[src/nvm_ctrl_defines.vh]
`ifndef NVM_CTRL_DEFINES_VH
`define NVM_CTRL_DEFINES_VH
// register byte addresses
`define OFS_ACCESS_CONTROL   12'h000
`define OFS_UNLOCK_PORT      12'h004
`define OFS_DATA_REG         12'h008
`define OFS_ADDR_REG         12'h00C
`define OFS_TABLE_POINTER_LOW       12'h010
`define OFS_TABLE_POINTER_HIGH      12'h014
`define OFS_TABLE_POINTER_UPPER     12'h018
`define OFS_TABLE_LATCH      12'h01C
`define OFS_IRQ_FLAGS_TWO    12'h020
`define OFS_IRQ_ENABLES_TWO  12'h024
`define OFS_RESET_CAUSE      12'h028
// access control fields
`define BIT_MEMORY_SELECT    7
`define BIT_CONFIG_SELECT    6
`define BIT_ROW_ERASE        4
`define BIT_WRITE_ERROR      3
`define BIT_WRITE_ENABLE     2
`define BIT_WRITE_START      1
`define BIT_READ_START       0
// flag register field
`define BIT_WRITE_COMPLETE   4
// flag register implemented bits
`define IRQ_FLAGS_MASK       8'hD5
// unlock keys
`define UNLOCK_KEY_FIRST     8'h55
`define UNLOCK_KEY_SECOND    8'hAA
// reset values
`define RST_BYTE             8'h00
// self-timed write
`define WRITE_TIME_US        4
`define CLK_MHZ              100
`define WRITE_CYCLES         (`WRITE_TIME_US * `CLK_MHZ)
`endif

[src/nvm_byte_array.v]
module nvm_byte_array #(
  parameter AW = 8,
  parameter DW = 8
) (
  input  wire          clk,
  input  wire          ce,
  input  wire          we,
  input  wire [AW-1:0] waddr,
  input  wire [DW-1:0] wdata,
  input  wire          re,
  input  wire [AW-1:0] raddr,
  output reg  [DW-1:0] rdata
);
  reg [DW-1:0] mem [0:(1<<AW)-1];

  always @(posedge clk) begin
    if (ce) begin
      if (we) begin
        mem[waddr] <= wdata;
      end
      if (re) begin
        rdata <= mem[raddr];
      end
    end
  end
endmodule // nvm_byte_array

[src/write_timer.v]
module write_timer #(
  parameter CYCLES = 400,
  parameter CW     = 16
) (
  input  wire clk,
  input  wire arst_n,
  input  wire ce,
  input  wire start,
  input  wire abort,
  output wire busy,
  output reg  done
);
  // the start edge is the first busy cycle, so load one less
  localparam [31:0] LOAD_FULL = CYCLES - 1;
  reg [CW-1:0] cnt_r;

  assign busy = (cnt_r != {CW{1'b0}});

  always @(posedge clk or negedge arst_n) begin
    if (!arst_n) begin
      cnt_r <= {CW{1'b0}};
      done  <= 1'b0;
    end else if (ce) begin
      done <= 1'b0;
      if (abort) begin
        cnt_r <= {CW{1'b0}};
      end else if (start) begin
        cnt_r <= LOAD_FULL[CW-1:0];
      end else if (busy) begin
        cnt_r <= cnt_r - {{(CW-1){1'b0}}, 1'b1};
        if (cnt_r == {{(CW-1){1'b0}}, 1'b1}) begin
          done <= 1'b1;
        end
      end
    end
  end
endmodule // write_timer

[src/eeprom_flash_access_ctrl.v]
// Notes on behaviour
// - data memory: 256 bytes, 8-bit address 00h..FFh, single-byte read and write
// - byte write erases then programs; duration set by on-chip timer
// - unlock port has no storage, reads zero, takes only unlock writes
// - bit 7 memory select: 0 data eeprom, 1 program flash
// - bit 6 config select steers to config registers; else memory select chooses
// - bit 2 write enable gates cycles; write start cannot be set while clear
// - clearing write enable never aborts a running cycle
// - bit 3 write error set when master clear or watchdog cuts a cycle
// - on write error memory select and row erase are kept
// - reset clears data and address; firmware reloads them before retry
// - bit 1 write start begins a self-timed cycle, reads 0 when done
// - read and write start: software sets only, hardware clears
// - bit 0 read start does a one-cycle read, then clears
// - read start cannot be set while memory select is 1
// - bit 4 row erase makes next flash cycle erase the row, clears on that cycle's completion
// - write complete flag set on finish, only software clears it
// - table pointer from upper (21:16), high (15:8) and low (7:0) bytes
// - cycle starts only after 55h then AAh to unlock port, then write start
// - write enable and write start set together start no cycle
// - during a cycle control, address and data ignore writes
// - read byte in data register next cycle, held until next read or write
//
// The APB slave port and the register addresses are this design's own decisions.
`include "nvm_ctrl_defines.vh"
module eeprom_flash_access_ctrl #(
  parameter WRITE_CYCLES = `WRITE_CYCLES,
  parameter TIMER_W      = 16
) (
  input  wire        clk,
  input  wire        arst_n,
  input  wire        ce,
  input  wire        write_abort_reset,
  input  wire [11:0] paddr,
  input  wire        psel,
  input  wire        penable,
  input  wire        pwrite,
  input  wire [31:0] pwdata,
  output wire        pready,
  output reg  [31:0] prdata,
  output wire        pslverr,
  output wire        flash_erase_pulse,
  output wire        flash_write_pulse,
  output wire        config_write_pulse,
  output wire [21:0] table_pointer,
  output wire        write_busy
);
  reg  [7:0]  data_r;
  reg  [7:0]  addr_r;
  reg         mem_sel_r;
  reg         cfg_sel_r;
  reg         row_erase_r;
  reg         wr_err_r;
  reg         wr_en_r;
  reg         wr_start_r;
  reg         rd_start_r;
  reg  [7:0]  tbl_low_r;
  reg  [7:0]  tbl_high_r;
  reg  [5:0]  tbl_upper_r;
  reg  [7:0]  tbl_latch_r;
  reg  [7:0]  irq_flags_r;
  reg  [7:0]  irq_en_r;
  reg         rd_pend_r;
  reg         op_mem_r;
  reg         op_cfg_r;
  reg         op_erase_r;
  reg         abort_s1_r;
  reg         abort_s2_r;
  reg         abort_s3_r;

  // unlock sequence states
  localparam [2:0] UL_IDLE  = 3'b001;
  localparam [2:0] UL_FIRST = 3'b010;
  localparam [2:0] UL_ARMED = 3'b100;
  reg  [2:0]  ul_state_r;
  reg  [2:0]  ul_state_nxt;

  wire        acc      = psel & penable & ce;
  wire        wr_acc   = acc & pwrite;
  wire        rd_acc   = acc & ~pwrite;
  wire        hit_ctl  = (paddr == `OFS_ACCESS_CONTROL);
  wire        hit_ul   = (paddr == `OFS_UNLOCK_PORT);
  wire        hit_dat  = (paddr == `OFS_DATA_REG);
  wire        hit_adr  = (paddr == `OFS_ADDR_REG);
  wire        hit_tl   = (paddr == `OFS_TABLE_POINTER_LOW);
  wire        hit_th   = (paddr == `OFS_TABLE_POINTER_HIGH);
  wire        hit_tu   = (paddr == `OFS_TABLE_POINTER_UPPER);
  wire        hit_lat  = (paddr == `OFS_TABLE_LATCH);
  wire        hit_irf  = (paddr == `OFS_IRQ_FLAGS_TWO);
  wire        hit_ire  = (paddr == `OFS_IRQ_ENABLES_TWO);
  wire        hit_rc   = (paddr == `OFS_RESET_CAUSE);
  wire        mapped   = hit_ctl | hit_ul | hit_dat | hit_adr | hit_tl | hit_th | hit_tu
                         | hit_lat | hit_irf | hit_ire | hit_rc;
  wire        busy;
  wire        done;
  wire        abort_seen = abort_s2_r & abort_s3_r;
  // a cut cycle must also stop the timer, or a late completion would still land
  wire        abort_cut  = abort_seen & wr_start_r;
  wire        ctl_wr   = wr_acc & hit_ctl & ~busy & ~wr_start_r;
  // write start only from armed unlock, prior write enable, not set together
  wire        start_go = ctl_wr & pwdata[`BIT_WRITE_START] & wr_en_r
                         & (ul_state_r == UL_ARMED);
  // read start refused while flash selected
  wire        rd_go    = ctl_wr & pwdata[`BIT_READ_START]
                         & ~pwdata[`BIT_MEMORY_SELECT];
  wire        eep_op   = ~op_mem_r & ~op_cfg_r;
  wire [7:0]  ctl_view = {mem_sel_r, cfg_sel_r, 1'b0, row_erase_r, wr_err_r, wr_en_r,
                          wr_start_r, rd_start_r};
  wire [7:0]  ee_rdata;

  assign pready  = 1'b1;
  assign pslverr = psel & penable & ~mapped;
  assign table_pointer = {tbl_upper_r, tbl_high_r, tbl_low_r};
  assign write_busy    = wr_start_r;
  assign flash_erase_pulse  = done & op_mem_r & ~op_cfg_r & op_erase_r;
  assign flash_write_pulse  = done & op_mem_r & ~op_cfg_r & ~op_erase_r;
  assign config_write_pulse = done & op_cfg_r;

  write_timer #(
    .CYCLES (WRITE_CYCLES),
    .CW     (TIMER_W)
  ) u_timer (
    .clk    (clk),
    .arst_n (arst_n),
    .ce     (ce),
    .start  (start_go),
    .abort  (abort_cut),
    .busy   (busy),
    .done   (done)
  );

  // erase-then-program lands in the array on completion
  nvm_byte_array #(
    .AW (8),
    .DW (8)
  ) u_array (
    .clk   (clk),
    .ce    (ce),
    .we    (done & eep_op),
    .waddr (addr_r),
    .wdata (data_r),
    .re    (rd_go),
    .raddr (addr_r),
    .rdata (ee_rdata)
  );

  // unlock tracker: a wrong key to the port or a write to any other register breaks the sequence; reads do not
  always @* begin
    ul_state_nxt = ul_state_r;
    if (wr_acc & hit_ul) begin
      case (ul_state_r)
        UL_IDLE:  ul_state_nxt = (pwdata[7:0] == `UNLOCK_KEY_FIRST) ? UL_FIRST : UL_IDLE;
        UL_FIRST: ul_state_nxt = (pwdata[7:0] == `UNLOCK_KEY_SECOND) ? UL_ARMED : UL_IDLE;
        UL_ARMED: ul_state_nxt = (pwdata[7:0] == `UNLOCK_KEY_FIRST) ? UL_FIRST : UL_IDLE;
        default:  ul_state_nxt = UL_IDLE;
      endcase
    end else if (wr_acc) begin
      ul_state_nxt = UL_IDLE;
    end
  end

  always @(posedge clk or negedge arst_n) begin
    if (!arst_n) begin
      ul_state_r <= UL_IDLE;
    end else if (ce) begin
      ul_state_r <= ul_state_nxt;
    end
  end

  // abort reset arrives from the reset controller, async to us
  always @(posedge clk or negedge arst_n) begin
    if (!arst_n) begin
      abort_s1_r <= 1'b0;
      abort_s2_r <= 1'b0;
      abort_s3_r <= 1'b0;
    end else if (ce) begin
      abort_s1_r <= write_abort_reset;
      abort_s2_r <= abort_s1_r;
      abort_s3_r <= abort_s2_r;
    end
  end

  always @(posedge clk or negedge arst_n) begin
    if (!arst_n) begin
      data_r      <= `RST_BYTE;
      addr_r      <= `RST_BYTE;
      mem_sel_r   <= 1'b0;
      cfg_sel_r   <= 1'b0;
      row_erase_r <= 1'b0;
      wr_err_r    <= 1'b0;
      wr_en_r     <= 1'b0;
      wr_start_r  <= 1'b0;
      rd_start_r  <= 1'b0;
      rd_pend_r   <= 1'b0;
      op_mem_r    <= 1'b0;
      op_cfg_r    <= 1'b0;
      op_erase_r  <= 1'b0;
      tbl_low_r   <= `RST_BYTE;
      tbl_high_r  <= `RST_BYTE;
      tbl_upper_r <= 6'h00;
      tbl_latch_r <= `RST_BYTE;
      irq_flags_r <= `RST_BYTE;
      irq_en_r    <= `RST_BYTE;
    end else if (ce) begin
      rd_pend_r  <= rd_go;
      rd_start_r <= rd_go;
      if (abort_cut) begin
        // warm reset mid-cycle: flag it, keep select and row erase
        wr_err_r   <= 1'b1;
        wr_start_r <= 1'b0;
        wr_en_r    <= 1'b0;
        data_r     <= `RST_BYTE;
        addr_r     <= `RST_BYTE;
      end else begin
        if (ctl_wr) begin
          mem_sel_r   <= pwdata[`BIT_MEMORY_SELECT];
          cfg_sel_r   <= pwdata[`BIT_CONFIG_SELECT];
          row_erase_r <= pwdata[`BIT_ROW_ERASE];
          wr_err_r    <= pwdata[`BIT_WRITE_ERROR];
          wr_en_r     <= pwdata[`BIT_WRITE_ENABLE];
        end
        if (start_go) begin
          wr_start_r <= 1'b1;
          op_mem_r   <= mem_sel_r;
          op_cfg_r   <= cfg_sel_r;
          op_erase_r <= row_erase_r;
        end else if (done) begin
          wr_start_r <= 1'b0;
          if (op_erase_r & op_mem_r & ~op_cfg_r) begin
            row_erase_r <= 1'b0;
          end
        end
        if (rd_pend_r) begin
          data_r <= ee_rdata;
        end else if (wr_acc & hit_dat & ~wr_start_r) begin
          data_r <= pwdata[7:0];
        end
        if (wr_acc & hit_adr & ~wr_start_r) begin
          addr_r <= pwdata[7:0];
        end
      end
      if (wr_acc & hit_tl) begin
        tbl_low_r <= pwdata[7:0];
      end
      if (wr_acc & hit_th) begin
        tbl_high_r <= pwdata[7:0];
      end
      if (wr_acc & hit_tu) begin
        tbl_upper_r <= pwdata[5:0];
      end
      if (wr_acc & hit_lat) begin
        tbl_latch_r <= pwdata[7:0];
      end
      if (wr_acc & hit_ire) begin
        irq_en_r <= pwdata[7:0] & `IRQ_FLAGS_MASK;
      end
      // completion wins over a same-cycle software clear
      if (wr_acc & hit_irf) begin
        irq_flags_r <= (pwdata[7:0] & `IRQ_FLAGS_MASK)
                       | ({7'h00, done} << `BIT_WRITE_COMPLETE);
      end else if (done) begin
        irq_flags_r[`BIT_WRITE_COMPLETE] <= 1'b1;
      end
    end
  end

  // read data registered on the setup phase, ready in the access phase
  always @(posedge clk or negedge arst_n) begin
    if (!arst_n) begin
      prdata <= 32'h00000000;
    end else if (ce & psel & ~penable & ~pwrite) begin
      case (paddr)
        `OFS_ACCESS_CONTROL:  prdata <= {24'h000000, ctl_view};
        `OFS_UNLOCK_PORT:     prdata <= 32'h00000000;
        `OFS_DATA_REG:        prdata <= {24'h000000, data_r};
        `OFS_ADDR_REG:        prdata <= {24'h000000, addr_r};
        `OFS_TABLE_POINTER_LOW:      prdata <= {24'h000000, tbl_low_r};
        `OFS_TABLE_POINTER_HIGH:     prdata <= {24'h000000, tbl_high_r};
        `OFS_TABLE_POINTER_UPPER:    prdata <= {26'h0, tbl_upper_r};
        `OFS_TABLE_LATCH:     prdata <= {24'h000000, tbl_latch_r};
        `OFS_IRQ_FLAGS_TWO:   prdata <= {24'h000000, irq_flags_r};
        `OFS_IRQ_ENABLES_TWO: prdata <= {24'h000000, irq_en_r};
        `OFS_RESET_CAUSE:     prdata <= {31'h0, wr_err_r};
        default:              prdata <= 32'h00000000;
      endcase
    end
  end

  wire unused_rd = rd_acc;
endmodule // eeprom_flash_access_ctrl

[config.mk]
export PLATFORM = sky130hd
export DESIGN_NAME = eeprom_flash_access_ctrl
export DESIGN_NICKNAME = d
export VERILOG_FILES = /design/src/nvm_byte_array.v /design/src/write_timer.v /design/src/eeprom_flash_access_ctrl.v
export VERILOG_INCLUDE_DIRS = /design/src
export SDC_FILE = /design/constraint.sdc
export NUM_CORES = 2
export LEC_CHECK = 0
export CAP_MARGIN = 25
export CORE_ASPECT_RATIO = 0.8
export CORE_MARGIN = 1.5
export CORE_UTILIZATION = 57
export CTS_CLUSTER_SIZE = 12
export DETAILED_ROUTE_END_ITERATION = 12
export DONT_BUFFER_PORTS = 1
export PLACE_DENSITY_LB_ADDON = 0.12
export SETUP_SLACK_MARGIN = 0.5
export SYNTH_ARGS = -nofsm -noshare
export SYNTH_HDL_FRONTEND = slang
export SYNTH_HIERARCHICAL = 1
export SYNTH_SLANG_ARGS = --single-unit
[constraint.sdc]
create_clock -name clk -period 4.2 [get_ports clk]
set_clock_uncertainty 0.1 [all_clocks]
set_input_delay 0 -clock clk [delete_from_list [all_inputs] [get_ports clk]]
set_output_delay 0 -clock clk [all_outputs]
set_load 0.1 [all_outputs]
==> key figures <==
Finish
  – Final instance area: around 0.096 sq mm
  – Nets@finish: roughly 4700
  – Layout cells sized above 1: roughly a quarter
  – Synth-to-Final Area Change: 12.2%
  – N_diodes: 0
  – Post-layout util: ~65%
  – Post-route insts no fill: between 6000 and 7000
  – Layout fillers: approximately 10000

Drt
  – Vias per cell: 6.53
  – Wirelength per Cell: about 30 microns
  – Initial DRT Pass Iterations: 6
  – Total Routed Length: a little over 200 mm
  – DR vias: about 44000
  – Initial DRC Count: between 5000 and 6000
  – Post-route ant nets: 0
  – DRC: 0

Floorplanning
  – I/O pin cnt: approximately 110
  – Starting Density: roughly 58%
  – Core ar.: about 0.15 sq mm
  – Die Area: ~0.15 sq mm
  – Die H: 349 microns
  – Die W: 435 microns
  – FP Rows: 126

GRT
  – Largest net degree at the start of global routing: 166
  – Tot GR Track Use: 27.1%
  – Initial antenna violation count: 2
  – First-pass GRT wire length: slightly below 300 mm
  – Vias in the first global route: 43500
  – Total gr overflow: 0

Critical path
  – CP arrival: 4090 ps
  – Max FO, Critical Path: 52
  – Setup crit start kind: register
  – CP Cell Sequence: buf_12 > buf_12 > mux4_2 > a22oi_1 > a21oi_1 > or3_1 > nor3_1 > buf_4 > nor4_1
  – Crit-path most repeated cell: buf_12
  – Reg2reg path depth: 9
  – Critical path endpoint category: register
  – Crit path kind: reg2reg
  – Slowest cell delay on critical path: approximately 840 ps
  – Reg2reg end: u_array/rdata[7]$_DFFE_PP_
  – CP max-delay cell: dfrtp_4
  – Setup slack, reg-to-reg: between 500 and 600 ps
  – Bufs and invs on worst path: 3
  – Reg2reg start: addr_r[1]$_DFFE_PN0P_
  – Worst Setup SP: addr_r[1]$_DFFE_PN0P_
  – CP delay by family, top: flip-flops
  – Critical Path RT: 4630 ps

Placement
  – Port bufs: 0
  – Area after DPL: 0.0893 sq mm
  – RD Place Congestion: 0.870
  – Placed Cells: between 6000 and 7000
  – Post-DP HPWL: ~130 mm

Power and ir drop
  – Net Sw Power: about 7.7 mW
  – Power Dens Cells: ~420 mW/mm^2
  – Flop pwr share: 58.2%
  – Leakage power: approximately 35 nW
  – P_int: ~32 mW
  – Tot Pwr: about 40 mW
  – Clk pwr share: 40.9%
  – Switching Fraction: 19.3%
  – Comb power frac: 0.9%
  – Peak supply drop: roughly 350 uV

Worst hold path
  – Hold Path Origin: pwdata[1]
  – Worst hold path class: in2reg
  – Hold Path Sink: addr_r[1]$_DFFE_PN0P_
  – Hold Path Depth: 2

Yosys
  – Post-synth ARST share: approximately 4.5%
  – Syn Inst Count: 4244
  – #FFs+latches synth: ~2200
  – YS warnings: 6
  – Main synth FF type: edfxtp_1
  – Average size of a mapped cell: around 20 sq um
  – Sequential area share after synthesis: roughly three quarters
  – Mapped cell area: roughly 0.085 sq mm
  – Number of enable flip-flop cells after synthesis: 2056
  – Library cells used by synthesis: 97

CTS
  – CTS max path bufs: 3
  – Root Driver: clkbuf_16
  – Clock transition at path regs: around 60 ps
  – CTS buffer count: between 200 and 250
  – TritonCTS clock tree: built
  – CTS Sinks: between 2000 and 2500
  – Worst skew pair latency: 820 ps
  – H-tree depth: 4

STA
  – Final slew viol count: 0
  – Max Clock Freq: 0.273 GHz
  – Tmin final: 3660 ps
  – Sum of negative setup slack: 0 ps
  – Slew @ Worst Pin: 1060 ps
  – Final period util: between 80% and 90%
  – Final Setup Violations: 0
  – Slew headroom: between 20% and 30%
  – RSZ-0062 raised after global routing: yes
  – Hold Fails Final Rpt: 0

Status
  – Status: finished clean

Run
  – Max Cap Violations: 0
cells in the final DEF, fill, tap and decap left out, types with 22 or more instances in the layout:
master         count
o221ai_1          36
dfrtp_1           83
dlygate4sd3_1     46
buf_12            33
a21oi_1           78
nand3_1           54
edfxtp_1        2056
mux2i_1          125
a22oi_1          170
mux2_2            51
clkbuf_16        208
nand2_1          131
clkbuf_1          47
mux4_2           463
a22o_1            34
buf_4            354
nor2_1           288
conb_1            25
nor3_1            22
o21ai_0           27
logic make-up (layout without fill, tap and decap cells):
kind of cell	count (synthesis)	count (layout)	synth area share, %
compound gates	494	494	4.29
buf+inv	305	746	2.22
fa+ha+maj	2	2	0.0294
simple gates	647	647	3.65
xor+xnor	1	1	0.0103
mux	640	640	14.4
flops	2153	2153	75.4
other cells	2	25	0.00882
power by group through the flow:
stage                     clock network, mW  logic [mW]  registers [mW]
after global placement                    0       0.242            23.7
after CTS                              16.6       0.337            23.3
final                                  16.4       0.345            23.3
after floorplan                           0       0.257            23.7
after global routing                   17.4       0.371            23.2
after detailed placement                  0       0.245            23.7
registers in the layout (all words and copies together) (netlist names), 3 cells and up:
signal and cells:
u_array/mem 2048, u_timer/cnt_r 16, addr_r 8, data_r 8, prdata 8, tbl_high_r 8
tbl_latch_r 8, tbl_low_r 8, u_array/rdata 8, tbl_upper_r 6, irq_en_r 5, irq_flags_r 5
ul_state_r 3
routing by layer:
layer	wire [microns]	global-route usage, %	vias up
met5	0	0	-
li1	-	-	18200
met1	85300	41.0	23200
met3	17200	4.41	298
met2	95300	41.3	2017
met4	5490	8.09	0
final cells by class:
type | count | area, sq um | share of cell area, %
tap | 1984 | 2480 | 2.60
clock buffer | 257 | 5410 | 5.66
multi-input combinational | 1809 | 19300 | 20.2
sequential | 2153 | 64200 | 67.2
inverter | 23 | 86.3 | 0.0904
clock inverter | 28 | 196 | 0.206
timing repair buffer | 438 | 3900 | 4.09
worst max path at each step:
stage,endpoint,cells after the start
2_1_floorplan,u_timer/cnt_r[5]$_DFFE_PN0P_,12
3_3_place_gp,u_array/rdata[4]$_DFFE_PP_,9
3_5_place_dp,u_array/rdata[4]$_DFFE_PP_,9
4_1_cts,u_array/rdata[3]$_DFFE_PP_,8
5_1_grt,u_timer/cnt_r[0]$_DFFE_PN0P_,13
6_report,u_array/rdata[7]$_DFFE_PP_,9
per-stage QoR:
step	setup slack (ps)	hold slack, ps
floorplan	990	-396
global placement	408	-394
detailed placement	419	-394
CTS	544	3.65
global route	420	64.4
finish	543	76.4
what timing repair did:
action | 4_1_cts | 5_1_grt
hold endpoints to repair | 210 | 0
buffers inserted | 0 | 1
setup endpoints to repair | 1 | 25
resized for setup | 1 | 7
pin swaps | 0 | 0
hold buffers | 49 | 0
cell usage after synthesis (42+ instances only):
| library cell | count | area [sq um] |
|---|---|---|
| edfxtp_1 | 2056 | 61700 |
| mux2i_1 | 125 | 1250 |
| mux2_2 | 51 | 574 |
| buf_4 | 54 | 405 |
| nor2_1 | 294 | 1100 |
| dfrtp_1 | 96 | 2400 |
| buf_2 | 42 | 210 |
| nand3_1 | 57 | 285 |
| nand2_1 | 131 | 492 |
| a22oi_1 | 170 | 1280 |
| mux4_2 | 463 | 10400 |
| clkbuf_1 | 126 | 473 |
| a21oi_1 | 79 | 395 |
No activity file was read; power rests on OpenSTA's default activity.
